File: src/core/sysctl_cache_pkg.sv
// Purpose: Shared constants and carrier types for the cache configuration register bank.
// Assumes: Host I/O cycles arrive already decoded on the CPU bus clock (250 MHz).
// Notes:   Every offset, field position, reset value and timing count is named here once.
package sysctl_cache_pkg;

   // I/O ports used by the indexed access scheme and the keyboard command port.
   localparam logic [15:0] PORT_INDEX    = 16'h0022;
   localparam logic [15:0] PORT_DATA     = 16'h0024;
   localparam logic [15:0] PORT_KBD_CMD  = 16'h0064;

   // Register indexes.
   localparam logic [7:0] IDX_CONTROL_ONE      = 8'h20;
   localparam logic [7:0] IDX_CACHE_DRAM       = 8'h21;
   localparam logic [7:0] IDX_NC1_SIZE_HIGH    = 8'h28;
   localparam logic [7:0] IDX_NC1_ADDR_LOW     = 8'h29;
   localparam logic [7:0] IDX_NC2_SIZE_HIGH    = 8'h2A;
   localparam logic [7:0] IDX_NC2_ADDR_LOW     = 8'h2B;
   localparam logic [7:0] IDX_UNDECODED        = 8'h2C;
   localparam logic [7:0] IDX_IRQ_ROM_SELECT   = 8'h2D;
   localparam logic [7:0] IDX_RANGE_UPPER      = 8'h2E;
   localparam logic [7:0] IDX_RANGE_LOWER      = 8'h2F;

   // Reset values of the registers.
   localparam logic [7:0] RST_CONTROL_ONE      = 8'h00;
   localparam logic [7:0] RST_CACHE_DRAM       = 8'h00;
   localparam logic [7:0] RST_NC_SIZE_HIGH     = 8'h00;
   localparam logic [7:0] RST_NC_ADDR_LOW      = 8'h00;
   localparam logic [7:0] RST_IRQ_ROM_SELECT   = 8'h00;
   localparam logic [7:0] RST_RANGE_UPPER      = 8'h00;
   localparam logic [7:0] RST_RANGE_LOWER      = 8'h00;
   localparam logic [7:0] RST_INDEX            = 8'h00;

   // Value returned for an index that this bank does not decode.
   localparam logic [7:0] UNMAPPED_READ        = 8'hFF;

   // Silicon revision code; the value is arbitrary.
   localparam logic [1:0] REVISION_CODE        = 2'b11;

   // Field positions in control_one.
   localparam int CTL1_REV_LSB        = 6;
   localparam int CTL1_BURST_TWO      = 5;
   localparam int CTL1_TAG_BIT_SEVEN_DISABLE   = 4;
   localparam int CTL1_SINGLE_ALE     = 3;
   localparam int CTL1_AT_WAIT        = 2;
   localparam int CTL1_KBD_IMMEDIATE  = 1;
   localparam int CTL1_FAST_RESET     = 0;

   // Field positions in cache_dram_control.
   localparam int CDC_BYTE_SWAP       = 7;
   localparam int CDC_DEBUG           = 6;
   localparam int CDC_PARITY_DISABLE  = 5;
   localparam int CDC_L2_ENABLE       = 4;
   localparam int CDC_L2_SIZE_LSB     = 2;
   localparam int CDC_WRITE_ZERO_WAIT = 1;
   localparam int CDC_READ_TWO_CLK    = 0;

   // Field positions in the non-cacheable block size/high register.
   localparam int NC_SIZE_LSB         = 5;
   localparam int NC_HIGH_LSB         = 0;

   // Field positions in irq_latch_rom_select.
   localparam int IRS_IRQ12_LATCH     = 7;
   localparam int IRS_IRQ1_LATCH      = 6;
   localparam int IRS_ROM_CS_LSB      = 0;

   // Field positions in cacheability_range_upper.
   localparam int RNG_L1_LSB          = 4;
   localparam int RNG_L2_E_LSB        = 0;

   // Leadoff timing figures: read leadoff in clocks, write leadoff in wait states.
   localparam logic [1:0] LEADOFF_TWO    = 2'd2;
   localparam logic [1:0] LEADOFF_THREE  = 2'd3;
   localparam logic [1:0] WAIT_NONE      = 2'd0;
   localparam logic [1:0] WAIT_ONE       = 2'd1;

   // CPU reset pulse width.
   localparam int CLK_PERIOD_NS       = 4;
   localparam int RESET_PULSE_NS      = 64;
   localparam int RESET_PULSE_CYCLES  = (RESET_PULSE_NS + CLK_PERIOD_NS - 1) / CLK_PERIOD_NS;
   localparam logic [4:0] RESET_PULSE_LAST = 5'(RESET_PULSE_CYCLES - 1);

   // Strap sampling waits this many cycles after reset release.
   localparam logic [1:0] STRAP_TAKE_AGE = 2'd2;

   // One host I/O cycle, a single clock wide.
   typedef struct packed {
      logic        wr;
      logic        rd;
      logic [15:0] addr;
      logic [7:0]  wdata;
   } io_req_t;

   // Settings driven to the cache, DRAM and bus controllers.
   typedef struct packed {
      logic       burst_two_clocks;
      logic       tag_bit_seven_sample_en;
      logic       single_ale;
      logic       at_wait_state;
      logic       byte_swap_en;
      logic       parity_check_en;
      logic       l2_enable;
      logic [1:0] l2_size;
      logic [1:0] write_leadoff_waits;
      logic [1:0] read_leadoff_clocks;
      logic       irq12_latch_en;
      logic       irq1_latch_en;
      logic [5:0] rom_chip_select_en;
   } config_out_t;

   // Attributes of the memory address currently on the bus.
   typedef struct packed {
      logic noncacheable;
      logic l1_cacheable;
      logic l2_cacheable;
   } mem_attr_t;

   // CPU reset generator states.
   typedef enum logic [0:0] {
      RST_IDLE,
      RST_PULSE
   } rst_state_t;

endpackage

File: src/core/noncache_block_match.sv
// Purpose: Tests one memory address against one non-cacheable block descriptor.
// Assumes: Address bits 26:16 are presented; lower bits never affect a 64KB-grained block.
// Notes:   Purely combinational; the caller registers the result.
`timescale 1ns/1ns
module noncache_block_match
   import sysctl_cache_pkg::*;
(
   input  wire logic [7:0]  size_high_i,   // Size field and address bits 26:24.
   input  wire logic [7:0]  addr_low_i,    // Address bits 23:16.
   input  wire logic [10:0] mem_addr_i,    // Bus address bits 26:16.
   output logic             hit_o          // Address lies inside the block.
);

   // Mask of address bits compared for a size code: code n covers 64KB shifted by n-1.
   function automatic logic [10:0] size_mask(input logic [2:0] code);
      logic [10:0] m;
      m = 11'h7FF;
      if (code > 3'd1) begin
         m = 11'h7FF << (code - 3'd1);
      end
      return m;
   endfunction

   logic [2:0]  size_code;  // Encoded block size, zero turns the block off.
   logic [10:0] base;       // Block base, address bits 26:16.
   logic [10:0] mask;       // Bits compared between base and address.

   // A block is live only with a non-zero size; base bits below the size are ignored.
   always_comb begin
      size_code = size_high_i[NC_SIZE_LSB +: 3];
      base      = {size_high_i[NC_HIGH_LSB +: 3], addr_low_i};
      mask      = size_mask(size_code);
      hit_o     = (size_code != 3'd0) && (((mem_addr_i ^ base) & mask) == 11'h000);
   end

endmodule

File: src/core/sysctl_cache_config_regs.sv
// Purpose: Cache and CPU-control configuration registers reached by indexed I/O cycles.
// Assumes: Host cycles, halt and dirty indications come from logic on clk_i; the strap is a pin.
// Notes:   All outputs are registered; settings follow a register write by one cycle.
`timescale 1ns/1ns
module sysctl_cache_config_regs
   import sysctl_cache_pkg::*;
(
   input  wire logic        clk_i,              // CPU bus clock.
   input  wire logic        arst_n_i,           // Asynchronous system reset, active low.
   input  wire io_req_t     io_req_i,           // One-cycle host I/O request.
   input  wire logic        halt_i,             // One-cycle pulse: processor halt cycle seen.
   input  wire logic        cache_mode_strap_i, // Cache mode strap pin.
   input  wire logic        line_dirty_i,       // Target L2 line of the current write is dirty.
   input  wire logic [26:0] mem_addr_i,         // Current memory bus address.
   output logic [7:0]       io_rdata_o,         // Read data for the request of the previous cycle.
   output logic             io_rdata_valid_o,   // One-cycle pulse marking io_rdata_o.
   output logic             cpu_reset_o,        // CPU reset pulse.
   output config_out_t      config_o,           // Decoded settings for the controllers.
   output mem_attr_t        mem_attr_o          // Cacheability of mem_addr_i, one cycle late.
);

   // Complete state of the block, registered as one word.
   typedef struct packed {
      logic [7:0]  index;            // Index latched through port 22h.
      logic [7:0]  control_one;      // Writable bits of control_one; 7:6 unused here.
      logic [7:0]  cache_dram;       // cache_dram_control.
      logic [7:0]  nc1_size_high;    // nocache_block1_size_high.
      logic [7:0]  nc1_addr_low;     // nocache_block1_addr_low.
      logic [7:0]  nc2_size_high;    // nocache_block2_size_high.
      logic [7:0]  nc2_addr_low;     // nocache_block2_addr_low.
      logic [7:0]  irq_rom;          // irq_latch_rom_select.
      logic [7:0]  range_upper;      // cacheability_range_upper.
      logic [7:0]  range_lower;      // cacheability_range_lower.
      logic [1:0]  strap_sync;       // Two-stage synchroniser for the strap pin.
      logic [1:0]  strap_age;        // Cycles since reset release, saturating.
      logic        strap_high;       // Strap level caught after reset release.
      logic        kbd_pending;      // Port 64h written; waiting for a halt.
      rst_state_t  rst_state;        // CPU reset generator state.
      logic [4:0]  rst_cnt;          // Cycles elapsed in the reset pulse.
      logic        cpu_reset;        // Registered reset output.
      logic [7:0]  rdata;            // Registered read data.
      logic        rvalid;           // Registered read strobe.
      config_out_t cfg;              // Registered settings.
      mem_attr_t   attr;             // Registered address attributes.
   } state_t;

   localparam state_t STATE_RESET = '{
      index:        RST_INDEX,
      control_one:  RST_CONTROL_ONE,
      cache_dram:   RST_CACHE_DRAM,
      nc1_size_high: RST_NC_SIZE_HIGH,
      nc1_addr_low: RST_NC_ADDR_LOW,
      nc2_size_high: RST_NC_SIZE_HIGH,
      nc2_addr_low: RST_NC_ADDR_LOW,
      irq_rom:      RST_IRQ_ROM_SELECT,
      range_upper:  RST_RANGE_UPPER,
      range_lower:  RST_RANGE_LOWER,
      strap_sync:   2'b00,
      strap_age:    2'b00,
      strap_high:   1'b0,
      kbd_pending:  1'b0,
      rst_state:    RST_IDLE,
      rst_cnt:      5'h00,
      cpu_reset:    1'b0,
      rdata:        8'h00,
      rvalid:       1'b0,
      cfg:          '0,
      attr:         '0
   };

   logic [1:0] rst_sync;    // Reset release synchroniser.
   logic       rst_n;       // Synchronised reset used by the rest of the block.
   state_t     st;          // Current state.
   state_t     next_st;     // Next state.
   logic       nc1_hit;     // Address inside block one.
   logic       nc2_hit;     // Address inside block two.

   // Reset is applied at once but released only after two clean clock edges.
   always_ff @(posedge clk_i or negedge arst_n_i) begin
      if (!arst_n_i) begin
         rst_sync <= 2'b00;
      end else begin
         rst_sync <= {rst_sync[0], 1'b1};
      end
   end
   assign rst_n = rst_sync[1];

   // Both descriptors share one matcher design.
   noncache_block_match u_block1 (
      .size_high_i (st.nc1_size_high),
      .addr_low_i  (st.nc1_addr_low),
      .mem_addr_i  (mem_addr_i[26:16]),
      .hit_o       (nc1_hit)
   );

   noncache_block_match u_block2 (
      .size_high_i (st.nc2_size_high),
      .addr_low_i  (st.nc2_addr_low),
      .mem_addr_i  (mem_addr_i[26:16]),
      .hit_o       (nc2_hit)
   );

   // Read view of an index; shared by the data-port read path.
   function automatic logic [7:0] read_view(input state_t s, input logic [7:0] idx);
      logic [7:0] v;
      v = UNMAPPED_READ;
      case (idx)
         IDX_CONTROL_ONE: begin
            v = {REVISION_CODE, s.control_one[CTL1_REV_LSB-1:0]};
         end
         IDX_CACHE_DRAM: begin
            v = s.cache_dram;
         end
         IDX_NC1_SIZE_HIGH: begin
            v = s.nc1_size_high;
         end
         IDX_NC1_ADDR_LOW: begin
            v = s.nc1_addr_low;
         end
         IDX_NC2_SIZE_HIGH: begin
            v = s.nc2_size_high;
         end
         IDX_NC2_ADDR_LOW: begin
            v = s.nc2_addr_low;
         end
         IDX_IRQ_ROM_SELECT: begin
            v = s.irq_rom;
         end
         IDX_RANGE_UPPER: begin
            v = s.range_upper;
         end
         IDX_RANGE_LOWER: begin
            v = s.range_lower;
         end
         default: begin
            // Index 2Ch and anything else read as the unmapped value.
            v = UNMAPPED_READ;
         end
      endcase
      return v;
   endfunction

   // Whole next-state computation: register writes, reset generator, decoded settings.
   always_comb begin
      logic       wr_data;       // Write to the data port.
      logic       wr_kbd;        // Write to the keyboard command port.
      logic       fire;          // A CPU reset pulse must start.
      logic       in_upper;      // Address lies in C0000h-FFFFFh.
      logic [1:0] seg64;         // 64KB segment index within C0000h-FFFFFh.
      logic [3:0] seg16;         // 16KB segment index within C0000h-EFFFFh.
      logic [11:0] l2_bits;      // L2 segment enables, C0000h upward.
      wr_data  = 1'b0;
      wr_kbd   = 1'b0;
      fire     = 1'b0;
      in_upper = 1'b0;
      seg64    = 2'b00;
      seg16    = 4'h0;
      l2_bits  = 12'h000;
      next_st  = st;

      wr_data = io_req_i.wr && (io_req_i.addr == PORT_DATA);
      wr_kbd  = io_req_i.wr && (io_req_i.addr == PORT_KBD_CMD);

      // Index port latch.
      if (io_req_i.wr && (io_req_i.addr == PORT_INDEX)) begin
         next_st.index = io_req_i.wdata;
      end

      // Data port writes land in the register selected by the index.
      if (wr_data) begin
         case (st.index)
            IDX_CONTROL_ONE: begin
               // The revision bits are not stored, so writes to them vanish.
               next_st.control_one = {2'b00, io_req_i.wdata[CTL1_REV_LSB-1:0]};
            end
            IDX_CACHE_DRAM: begin
               // The debug bit is stored as written; software keeps it at zero.
               next_st.cache_dram = io_req_i.wdata;
            end
            IDX_NC1_SIZE_HIGH: begin
               next_st.nc1_size_high = io_req_i.wdata;
            end
            IDX_NC1_ADDR_LOW: begin
               next_st.nc1_addr_low = io_req_i.wdata;
            end
            IDX_NC2_SIZE_HIGH: begin
               next_st.nc2_size_high = io_req_i.wdata;
            end
            IDX_NC2_ADDR_LOW: begin
               next_st.nc2_addr_low = io_req_i.wdata;
            end
            IDX_IRQ_ROM_SELECT: begin
               next_st.irq_rom = io_req_i.wdata;
            end
            IDX_RANGE_UPPER: begin
               next_st.range_upper = io_req_i.wdata;
            end
            IDX_RANGE_LOWER: begin
               next_st.range_lower = io_req_i.wdata;
            end
            default: begin
               // Undecoded indexes, 2Ch among them, ignore the write.
               next_st.index = st.index;
            end
         endcase
      end

      // Reads of the data port answer one cycle later; the index port reads back too.
      next_st.rvalid = io_req_i.rd && ((io_req_i.addr == PORT_DATA) || (io_req_i.addr == PORT_INDEX));
      if (io_req_i.rd && (io_req_i.addr == PORT_INDEX)) begin
         next_st.rdata = st.index;
      end else if (io_req_i.rd && (io_req_i.addr == PORT_DATA)) begin
         next_st.rdata = read_view(st, st.index);
      end

      // The strap is sampled a fixed number of cycles after release, once the
      // synchroniser holds a real pin level instead of its reset value.
      next_st.strap_sync = {st.strap_sync[0], cache_mode_strap_i};
      if (st.strap_age != 2'b11) begin
         next_st.strap_age = st.strap_age + 2'b01;
      end
      if (st.strap_age == STRAP_TAKE_AGE) begin
         next_st.strap_high = st.strap_sync[1];
      end

      // Keyboard emulation reset: immediate, or armed until the next halt.
      if (wr_kbd && st.control_one[CTL1_KBD_IMMEDIATE]) begin
         fire = 1'b1;
      end else if (wr_kbd) begin
         next_st.kbd_pending = 1'b1;
      end
      if (halt_i && st.kbd_pending) begin
         fire                = 1'b1;
         next_st.kbd_pending = 1'b0;
      end
      // Fast reset on every halt when enabled.
      if (halt_i && st.control_one[CTL1_FAST_RESET]) begin
         fire = 1'b1;
      end

      // Reset pulse generator; a request during a pulse is absorbed by it.
      case (st.rst_state)
         RST_IDLE: begin
            next_st.cpu_reset = 1'b0;
            next_st.rst_cnt   = 5'h00;
            if (fire) begin
               next_st.rst_state   = RST_PULSE;
               next_st.cpu_reset   = 1'b1;
               // A pulse resets the processor, so a pending halt request is moot.
               next_st.kbd_pending = 1'b0;
            end
         end
         RST_PULSE: begin
            next_st.kbd_pending = 1'b0;
            if (st.rst_cnt == RESET_PULSE_LAST) begin
               next_st.rst_state = RST_IDLE;
               next_st.cpu_reset = 1'b0;
            end else begin
               next_st.rst_cnt = st.rst_cnt + 5'h01;
            end
         end
         default: begin
            next_st.rst_state = RST_IDLE;
            next_st.cpu_reset = 1'b0;
         end
      endcase

      // Decoded settings.
      next_st.cfg.burst_two_clocks = st.control_one[CTL1_BURST_TWO];
      // Tag sampling follows bit 4 only when the strap was low at reset.
      next_st.cfg.tag_bit_seven_sample_en = !st.strap_high && !st.control_one[CTL1_TAG_BIT_SEVEN_DISABLE];
      next_st.cfg.single_ale    = st.control_one[CTL1_SINGLE_ALE];
      next_st.cfg.at_wait_state = st.control_one[CTL1_AT_WAIT];
      next_st.cfg.byte_swap_en  = st.cache_dram[CDC_BYTE_SWAP];
      next_st.cfg.parity_check_en = !st.cache_dram[CDC_PARITY_DISABLE];
      next_st.cfg.l2_enable     = st.cache_dram[CDC_L2_ENABLE];
      next_st.cfg.l2_size       = st.cache_dram[CDC_L2_SIZE_LSB +: 2];
      // Zero-wait write leadoff still costs a wait on a clean line.
      if (!st.cache_dram[CDC_WRITE_ZERO_WAIT]) begin
         next_st.cfg.write_leadoff_waits = WAIT_ONE;
      end else if (!line_dirty_i) begin
         next_st.cfg.write_leadoff_waits = WAIT_ONE;
      end else begin
         next_st.cfg.write_leadoff_waits = WAIT_NONE;
      end
      next_st.cfg.read_leadoff_clocks = st.cache_dram[CDC_READ_TWO_CLK] ? LEADOFF_TWO : LEADOFF_THREE;
      next_st.cfg.irq12_latch_en     = st.irq_rom[IRS_IRQ12_LATCH];
      next_st.cfg.irq1_latch_en      = st.irq_rom[IRS_IRQ1_LATCH];
      next_st.cfg.rom_chip_select_en = st.irq_rom[IRS_ROM_CS_LSB +: 6];

      // Address attributes: the upper region is C0000h-FFFFFh below 1MB.
      in_upper = (mem_addr_i[26:20] == 7'h00) && (mem_addr_i[19:18] == 2'b11);
      seg64    = mem_addr_i[17:16];
      seg16    = mem_addr_i[17:14];
      l2_bits  = {st.range_upper[RNG_L2_E_LSB +: 4], st.range_lower};
      next_st.attr.noncacheable = nc1_hit || nc2_hit;
      next_st.attr.l1_cacheable = !(nc1_hit || nc2_hit) &&
                                  (!in_upper || st.range_upper[RNG_L1_LSB + 32'(seg64)]);
      // The F segment has no L2 range bits here, so it stays cacheable.
      next_st.attr.l2_cacheable = !(nc1_hit || nc2_hit) &&
                                  (!in_upper || (seg64 == 2'b11) || l2_bits[seg16]);
   end

   // Single register for the whole state word.
   always_ff @(posedge clk_i or negedge rst_n) begin
      if (!rst_n) begin
         st <= STATE_RESET;
      end else begin
         st <= next_st;
      end
   end

   // Every output is a field of the state register.
   assign io_rdata_o       = st.rdata;
   assign io_rdata_valid_o = st.rvalid;
   assign cpu_reset_o      = st.cpu_reset;
   assign config_o         = st.cfg;
   assign mem_attr_o       = st.attr;

endmodule

File: config.mk
export PLATFORM = sky130hd
export DESIGN_NAME = sysctl_cache_config_regs
export DESIGN_NICKNAME = d
export VERILOG_FILES = /design/src/core/sysctl_cache_pkg.sv /design/src/core/noncache_block_match.sv /design/src/core/sysctl_cache_config_regs.sv
export SDC_FILE = /design/constraint.sdc
export NUM_CORES = 1
export LEC_CHECK = 0
export BUFFER_PORTS_ARGS = -buffer_cell sky130_fd_sc_hd__buf_2
export CAP_MARGIN = 20
export CORE_MARGIN = 2
export CORE_UTILIZATION = 40
export DETAILED_ROUTE_END_ITERATION = 10
export SLEW_MARGIN = 10
export SYNTH_ARGS = -nofsm -noshare
export SYNTH_HDL_FRONTEND = slang
export SYNTH_HIERARCHICAL = 1
export SYNTH_SLANG_ARGS = --single-unit
File: constraint.sdc
create_clock -name clk_i -period 3.55 [get_ports clk_i]
set_input_delay 1.065 -clock clk_i [delete_from_list [all_inputs] [get_ports clk_i]]
set_output_delay 1.065 -clock clk_i [all_outputs]
set_load 0.05 [all_outputs]
-- After elaboration in Yosys (flattened, before gate mapping)
Cells that the tools add are included.
Widths: inputs -> output; s select.
- output and inout port bits: 34
- memories kept: 0
- logic and storage cells: 152
- RAM bits: 0
- latch bits: 0
- ROM bits: 0
- register bits: 126
- equal/unequal tests: 22
- magnitude comparators: 4
- reductions and logical operators: 42
- multipliers: 0
- divide/modulo/power cells: 0
- bitwise logic cells: 5
- shift-type cells: 2
- $add $sub $neg: 5
- multiplexer cells: 36
- operators with widths (cell ; number):
    $mux 8 ; 12
    $mux 80 ; 1
    $eq 8x6->1 const B ; 9
    $pmux 8 s9 ; 1
    $eq 16x6->1 const B ; 2
    $and 11x11->11 ; 2
    $logic_not 11->1 ; 2
    $mux 11 ; 2
    $shl 11x3->11 const A ; 2
    $xor 11x11->11 ; 2
    $reduce_and 2->1 ; 10
    $eq 16x7->1 const B ; 1
    $pmux 8 s2 ; 1
    $logic_and 1x1->1 ; 15
    $mux 1 ; 14
    $reduce_or 9->1 ; 1
    $ne 4x4->1 const B ; 2
    $logic_not 7->1 ; 1
    $eq 2x2->1 const B ; 3
    $gt 3x1->1 const B ; 2
    $mux 6 ; 1
    $ne 2x2->1 const B ; 3
    $reduce_bool 3->1 ; 2
    $sub 3x1->3 const B ; 2
    other kinds (15) ; 23

-- Logic depth before layout (Yosys ltp)
Gate-level depths: netlist of run 1.
- depth in word-level cells: 9
- depth in mapped cells: 9
- mapped depth without buffers: 9

-- Modules after synthesis
Netlist of run 1, hierarchy kept.
- by module, submodules not included (module ; sequential area each (µm²) ; times used ; area an instance (µm²) ; cells each):
    sysctl_cache_config_regs ; 3128.0 ; 1 ; 5898.2 ; 451
    noncache_block_match at u_block2 ; 0.0 ; 1 ; 291.5 ; 39
    noncache_block_match at u_block1 ; 0.0 ; 1 ; 274.0 ; 34

-- Worst setup path after synthesis of run 1
No wires, ideal clock.
- path kind: input to register
- start point: input port io_req_i[21] in the netlist's numbering
- end point: register st, in the netlist next_st[10]
- cell stages on the path: 5
- arrival: 2624 ps
- setup time: 125 ps
- data required time: 3425 ps
- slack: 801 ps
- path through: nor4_4 nand4_1 or3_4 nor3_4 mux2_2
- cells in the longest elaborated chain, start to end: 3
- RTL lines (item ; RTL line ; source):
    start: declaration ; sysctl_cache_config_regs.sv:10 ; input wire io_req_t io_req_i,
    $eq 16x6->1 ; sysctl_cache_config_regs.sv:161 ; wr_data = io_req_i.wr && (io_req_i.addr == PORT_DATA);
    $logic_and 1x1->1 ; sysctl_cache_config_regs.sv:161 ;
    $reduce_and 2->1 (no source line) ; n/a ;
    end signal: assignment ; sysctl_cache_config_regs.sv:309 ; st <= next_st;
    end: declaration ; sysctl_cache_config_regs.sv:73 ; state_t st;
No other way between the ends.
A chain may end at the register's enable or synchronous reset.

-- Worst setup path after layout of run 1
- start point: input port io_req_i[8] in the netlist's numbering
- end point: register st, in the netlist next_st[4]
The elaborated chain is that of the path after synthesis.

==> results.toml, run 1 <==
[routing]
wl_per_cell_um = 18.4
vias_per_cell = 5.26
vias = 4199
final_antenna_net_count = 0
drc_errors = 0
first_pass_iters = 4
wirelength_um = 14700
dr.first_iter.drc_count = 298

[placed_design]
placed_cell_area_mm2 = 0.00682
place_congestion = 0.814
io_buffers = 76
dp_hpwl_um = 10700
dp.cells = 768
place_ws_ps = 297

[power_and_ir_drop]
power.share.sequential_pct = 46.8
peakVddDrop_mv = 0.342
power.share.clock_pct = 49.6
p_comb_share_pct = 3.7
p_sw_mw = 0.669
p_sw_share_pct = 21.6
intPower_mw = 2.43
p_per_area_mw_per_mm2 = 422
leakage_nw = 3.49

[synth]
synth-edff-count = 0
synth_async_sr_flop_share_pct = 100
yosys-top-cells-area = "dfrtp_1, mux2_2, buf_4"
synth_seq_cells = 125
yosysTopAreaCell = "dfrtp_1"
synth_top_area_share_pct = 48.4
synth_cell_types = 61
synth_common_cells = "dfrtp_1, mux2_2, buf_4"
synth.yosys.seq_area_share_pct = 48.4
synth_flop_cell = "dfrtp_1"
syn_area_mm2 = 0.00646
postSynthAreaPerCell_um2 = 12.3
synth_cells = 524
ys_warn_count = 6
yosysMostFrequentCell = "dfrtp_1"

[grt]
antenna_found_initial = 0
grt_pass1_wl_um = 24000
grt_max_degree = 77
grt_use_total_pct = 18.0
grt_overflow = 0
grt_pass1_vias = 4368

[worst_setup_path]
cp.required_ps = 3850
critical_path_class = "in -> reg"
cp.arrival_ps = 3100
start_kind = "primary input"
cp_max_fo = 8
cp-end-kind = "flop"

[sta]
drv_slew = 0
worst_slew_pin_slew_ps = 957
min_period_over_period_pct = 79.1
min_period_ps = 2810
finalHoldViolCount = 0
fmax_mhz = 356
setup_violations = 0
fin_worst_skew_ps = 6.70
setup_tns_ps = 0
worst_slack_ps = 743
rsz0062_at_grt = "false"
relSlewSlack_pct = 36.2

[cts]
cts_resized = 0
path_clk_slew_ps = 50
postCtsHoldBufs = 0
post_cts_buffers = 0
cts_tree = "yes"
numCtsBuffers = 17
clockBufferDepth = 2
cts_sinks = 125
clk_latency_ps = 420
h-tree-depth = 4
clockRootBuffer = "clkbuf_16"

[floorplan]
ioPinCount = 92
rows = 46
fp.dieArea_mm2 = 0.0172
die_h_um = 131
start_util_pct = 40.8
coreArea_mm2 = 0.0158
die_width_um = 131

[finish]
drive_gt1_share_pct = 38.3
fin_cells = 798
fin_area_mm2 = 0.00734
fill_cells = 1433
nets = 641
area_delta_synth_final_pct = 13.6
num_antenna_cells = 0

[status]
status = "finished, final reports clean"

[run]
maxCapViolCount = 0

[worst_hold_path]
hold_class = "reg -> reg"
[power groups by stage]
stage / Clock (mW) / Sequential [mW] / Combinational [mW]
finish: 1.54 / 1.45 / 0.113
floorplan: 0 / 1.48 / 0.0477
global route: 1.64 / 1.45 / 0.124
CTS: 1.57 / 1.45 / 0.114
global placement: 0 / 1.47 / 0.111
detailed placement: 0 / 1.47 / 0.113
[registers in the layout (all words and copies together) (netlist names)]
signal,count
mem_attr_o,3
st,74
next_st,16
config_o,20
rst_sync,2
io_rdata_valid_o,1
io_rdata_o,8
cpu_reset_o,1
[routing by layer]
layer | up-vias | global-route usage (%) | share of wire, %
met2 | 104 | 28.2 | 48
met4 | 0 | 6.34 | 1.6
met1 | 2110 | 24.5 | 46
met5 | - | 0 | 0
met3 | 18 | 4.36 | 4.4
li1 | 1967 | - | -
[cell families after synthesis]
logic type	share of synthesized area, %
simple gates	11.7
fa+ha+maj	2.32
mux	20.3
xor+xnor	3.64
flops	48.4
compound gates	7.51
other cells	0.116
buf+inv	6.10
[worst max-delay path: stages]
cell,delay (ps)
buf_2,100
nor3_1,340
nand4_1,250
or3_4,430
nor3_4,520
mux2_2,400
[metrics by stage]
stage / hold WS (ps) / power (mW) / utilization [%]
2_1_floorplan: 331 / 1.52 / -
3_3_place_gp: 333 / 1.58 / 43.1
3_5_place_dp: 338 / 1.59 / 43.1
4_1_cts: 350 / 3.13 / 46.4
5_1_grt: 357 / 3.21 / 46.4
6_report: 348 / 3.10 / 46.4
[layout by cell type (no fill, tap or decap), types with 9 or more instances in the layout]
cell / count
o21ai_0: 10
xor2_1: 18
nand2_1: 16
buf_2: 76
mux4_2: 9
nand2b_1: 12
o32ai_1: 10
mux2i_1: 15
clkbuf_16: 17
inv_1: 13
nor3_1: 13
a21oi_1: 11
nor2_1: 20
mux2_2: 85
dfrtp_1: 124
nor2b_1: 9
ha_1: 12
[final cells by class]
type	count	area, um2	share of cell area (%)
multi-input combinational	332	2950	40.1
clock buffer	21	450	6.13
sequential	125	3130	42.6
tap	216	270	3.68
timing repair buffer	82	425	5.79
clock inverter	9	72.6	0.988
inverter	13	48.8	0.664
[worst paths after layout]
path	slack (ps)	startpoint	end	depth (start not counted)
worst max-delay path	740	io_req_i[8]	next_st[4]	6
worst min-delay path	350	rst_sync[0]	rst_sync[1]	0
worst max register to register	1230	st[120]	st[110]	4
worst min register to register	350	rst_sync[0]	rst_sync[1]	0
max in group asynchronous	2230	rst_sync[1]	st[76]	1
min in group asynchronous	420	arst_n_i	rst_sync[1]	1
(Power assumes the default switching activity.)
==> run 2: changes to the inputs <==
==> constraint.sdc (replaced) <==
create_clock -name clk_i -period 2.8 [get_ports clk_i]
set_input_delay 0.84 -clock clk_i [delete_from_list [all_inputs] [get_ports clk_i]]
set_output_delay 0.84 -clock clk_i [all_outputs]
set_load 0.05 [all_outputs]
==> results.toml, run 2 (synthesized netlist as in run 1, its figures left out) <==
[floorplan]
start_util_pct = 40.8
rows = 46
coreArea_mm2 = 0.0158
die_h_um = 131
die_width_um = 131
ioPinCount = 92
fp.dieArea_mm2 = 0.0172

[worst_setup_path]
cp_max_fo = 4
cp.required_ps = 3100
start_kind = "primary input"
crit_chain = "buf_2 -> nor3_1 -> nand4_1 -> or3_4 -> nor3_4 -> buf_4 -> mux2_2"
cp-startpoint = "io_req_i[8]"
path_delay_family = "simple AND/OR/NAND/NOR gates"
cp-end-kind = "flop"
cp.arrival_ps = 2640
timing.rr.start = "st[120]"
slowest_stage = "or3_4"
critical_path_class = "in -> reg"
cpPeakStageDelay_ps = 410
path_buf_inv = 2

[routing]
wirelength_um = 15100
drc_errors = 0
dr.first_iter.drc_count = 224
vias_per_cell = 5.24
wl_per_cell_um = 18.7
final_antenna_net_count = 0
first_pass_iters = 4
vias = 4252

[cts]
cts_tree = "yes"
post_cts_buffers = 0
clockRootBuffer = "clkbuf_16"
postCtsHoldBufs = 0
cts_resized = 0
h-tree-depth = 4
clk_latency_ps = 420
cts_sinks = 125
path_clk_slew_ps = 50
numCtsBuffers = 17
clockBufferDepth = 2

[power_and_ir_drop]
p_comb_share_pct = 4.0
peakVddDrop_mv = 0.375
p_sw_mw = 0.875
p_per_area_mw_per_mm2 = 530
power.share.clock_pct = 50.4
power.share.sequential_pct = 45.6
p_sw_share_pct = 21.9
intPower_mw = 3.12
total_power_mw = 4.00
leakage_nw = 3.57

[finish]
layout_common_cells = "dfrtp_1, mux2_2, buf_2"
multi_input_area_mm2 = 0.00295
nets = 652
final_core_util_pct = 47.6
drive_gt1_share_pct = 39.8
final-seq-area_mm2 = 0.00313
largest_reg_flops = 74
top_register = "st"
fin_area_mm2 = 0.00753
num_antenna_cells = 0
area_delta_synth_final_pct = 16.6
fill_cells = 1443
layout_commonest_cell = "dfrtp_1"

[run]
maxCapViolCount = 0

[sta]
whs_ps = 200
fmax_mhz = 426
setup_tns_ps = 0
min_period_ps = 2350
worst_slew_pin_slew_ps = 615
drv_slew = 0
min_period_over_period_pct = 83.8
finalHoldViolCount = 0
fin_worst_skew_ps = 9.21
setup_violations = 0
rsz0062_at_grt = "false"
relSlewSlack_pct = 58.9

[worst_hold_path]
hold_class = "in -> async"

[placed_design]
placed_cell_area_mm2 = 0.00698
place_congestion = 0.853
io_buffers = 76
dp_hpwl_um = 11100

[status]
status = "finished, final reports clean"

[grt]
grt_use_total_pct = 18.6
antenna_found_initial = 0
grt_pass1_vias = 4514
grt_pass1_wl_um = 25000
grt_max_degree = 71
grt_overflow = 0
run 2: final cells by class:
class,count,area share (%)
Sequential cell,125,41.6
Tap cell,216,3.59
Clock inverter,11,1.25
Timing Repair Buffer,93,7.74
Multi-Input combinational cell,332,39.1
Clock buffer,21,6.11
Inverter,13,0.648
run 2: metal layers:
metal	track usage (%)	up-vias	part of all wire, %
li1	-	1986	-
met1	25.8	2161	47
met2	29.7	97	48
met4	5.07	0	0.66
met5	0	-	0
met3	4.13	8	3.9
run 2: final timing paths:
path | slack, ps | depth (start not counted) | to
max in group asynchronous | 1860 | 1 | next_st[8]
worst max-delay path | 450 | 7 | next_st[5]
min in group clk_i | 350 | 0 | st[45]
worst max register to register | 620 | 4 | st[110]
worst min-delay path | 200 | 1 | rst_sync[1]
worst min register to register | 240 | 0 | st[43]
run 2: stage by stage:
stage	cells	worst slack, ps
after detailed placement	779	21.3
after floorplan	525	276
after global placement	779	72.8
final	811	453
after global routing	811	330
after CTS	811	444
run 2: power by group through the flow:
stage	Clock, mW	Sequential, mW	Combinational, mW
after floorplan	0	1.87	0.0605
after global routing	2.14	1.82	0.175
after global placement	0	1.85	0.156
after CTS	2.05	1.82	0.161
after detailed placement	0	1.85	0.160
final	2.01	1.82	0.159
==> run 3: changes to the inputs <==
==> constraint.sdc (replaced) <==
create_clock -name clk_i -period 2.1 [get_ports clk_i]
set_input_delay 0.63 -clock clk_i [delete_from_list [all_inputs] [get_ports clk_i]]
set_output_delay 0.63 -clock clk_i [all_outputs]
set_load 0.05 [all_outputs]
==> results.toml, run 3 (synthesized netlist as in run 1, its figures left out) <==
[status]
status = "finished, final reports clean"

[worst_setup_path]
cp-startpoint = "st[83]"
cp-end-kind = "flop"
slowest_stage = "dfrtp_2"
timing.rr.start = "st[83]"
reg2reg_to = "mem_attr_o[0]"
cp_max_fo = 6
path_delay_family = "compound AO/OA/AOI/OAI gates"
cp.arrival_ps = 2300
start_kind = "flop"
cpPeakStageDelay_ps = 410
critical_path_class = "reg -> reg"
cp.required_ps = 2370
rrSetupSlack_ps = 80
crit_chain = "inv_1 -> ha_1 -> nand2b_1 -> a222oi_1 -> o211ai_1 -> a211oi_2 -> or2_4 -> nor3_2"
ff2ff_path_depth = 8
path_buf_inv = 1

[routing]
vias = 4417
wirelength_um = 16200
wl_per_cell_um = 19.4
first_pass_iters = 5
vias_per_cell = 5.29
drc_errors = 0
final_antenna_net_count = 0
dr.first_iter.drc_count = 295

[sta]
min_period_ps = 2020
drv_slew = 0
setup_violations = 0
fin_worst_skew_ps = 8.05
relSlewSlack_pct = 59.8
rsz0062_at_grt = "true"
worst_slew_pin_slew_ps = 588
worst_slack_ps = 78.1
setup_tns_ps = 0
min_period_over_period_pct = 96.3
fmax_mhz = 495
finalHoldViolCount = 0

[grt]
antenna_found_initial = 0
grt_use_total_pct = 19.5
grt_pass1_wl_um = 25900
grt_max_degree = 47
grt_overflow = 0
grt_pass1_vias = 4686

[finish]
top_register = "st"
drive_gt1_share_pct = 43.3
fill_cells = 1399
fin_area_mm2 = 0.00797
final_core_util_pct = 50.3
nets = 679
final-seq-area_mm2 = 0.00313
multi_input_area_mm2 = 0.00311
largest_reg_flops = 74
area_delta_synth_final_pct = 23.3
layout_commonest_cell = "dfrtp_1"
layout_common_cells = "dfrtp_1, buf_2, mux2_2"
num_antenna_cells = 0

[floorplan]
ioPinCount = 92
coreArea_mm2 = 0.0158
start_util_pct = 40.8
rows = 46
fp.dieArea_mm2 = 0.0172
die_width_um = 131
die_h_um = 131

[placed_design]
place_ws_ps = -451
dp_hpwl_um = 12000
io_buffers = 76
place_congestion = 0.867
placed_cell_area_mm2 = 0.00734

[cts]
path_clk_slew_ps = 50
clk_latency_ps = 410
clockRootBuffer = "clkbuf_16"
clockBufferDepth = 2
cts_tree = "yes"
cts_sinks = 125
numCtsBuffers = 17
h-tree-depth = 4

[run]
maxCapViolCount = 0

[worst_hold_path]
hold_class = "reg -> async"

[power_and_ir_drop]
leakage_nw = 3.76
peakVddDrop_mv = 0.545
p_per_area_mw_per_mm2 = 675
-- run 3: cell count changes in the layout (fill, tap and decap cells not counted), sizes merged --
cell	previous run	this run
clkinv	6	4
clkbuf	21	22
clkinvlp	4	2
dlygate4sd3	0	1
buf	93	119
-- run 3: worst max-delay path by stage --
stage,endpoint,depth (start not counted)
6_report,mem_attr_o[0],8
5_1_grt,mem_attr_o[0],8
4_1_cts,mem_attr_o[0],8
3_5_place_dp,st[52],7
3_3_place_gp,st[52],7
2_1_floorplan,next_st[10],5
-- run 3: timing repair --
action / 4_1_cts / 5_1_grt
endpoints found under the setup margin: 8 / 17
gates cloned: 0 / 0
hold buffers: 1 / 0
pin swaps: 1 / 3
resized for setup: 0 / 10
setup buffers: 1 / 3
endpoints found under the hold margin: 2 / 0
-- run 3: cell type report --
class | instances | share of cell area [%]
clock inverters | 7 | 0.817
multi-input cells | 332 | 39.1
inverters | 13 | 0.612
repair buffers | 120 | 10.7
well taps | 216 | 3.39
clock buffers | 22 | 6.08
flip-flops and latches | 125 | 39.3
-- run 3: power by group --
part           leakage [nW]  switching (mW)  internal, mW
clock                 0.270           0.993          1.72
combinational          1.80           0.148        0.0798
sequential             1.69          0.0165          2.42
total                  3.76            1.16          4.22
-- run 3: layer usage --
metal,track usage [%],up-vias,wire length [um]
met2,31.8,112,8130
met1,24.9,2235,6970
met3,4.63,22,699
li1,-,2048,-
met4,8.39,0,356
met5,0,-,0
-- run 3: through the flow --
step | power, mW | std cells | hold WS, ps
3_3_place_gp | 2.70 | 801 | 310
4_1_cts | 5.44 | 832 | 305
5_1_grt | 5.57 | 835 | 307
3_5_place_dp | 2.71 | 801 | 320
6_report | 5.38 | 835 | 310
2_1_floorplan | 2.58 | 525 | 331
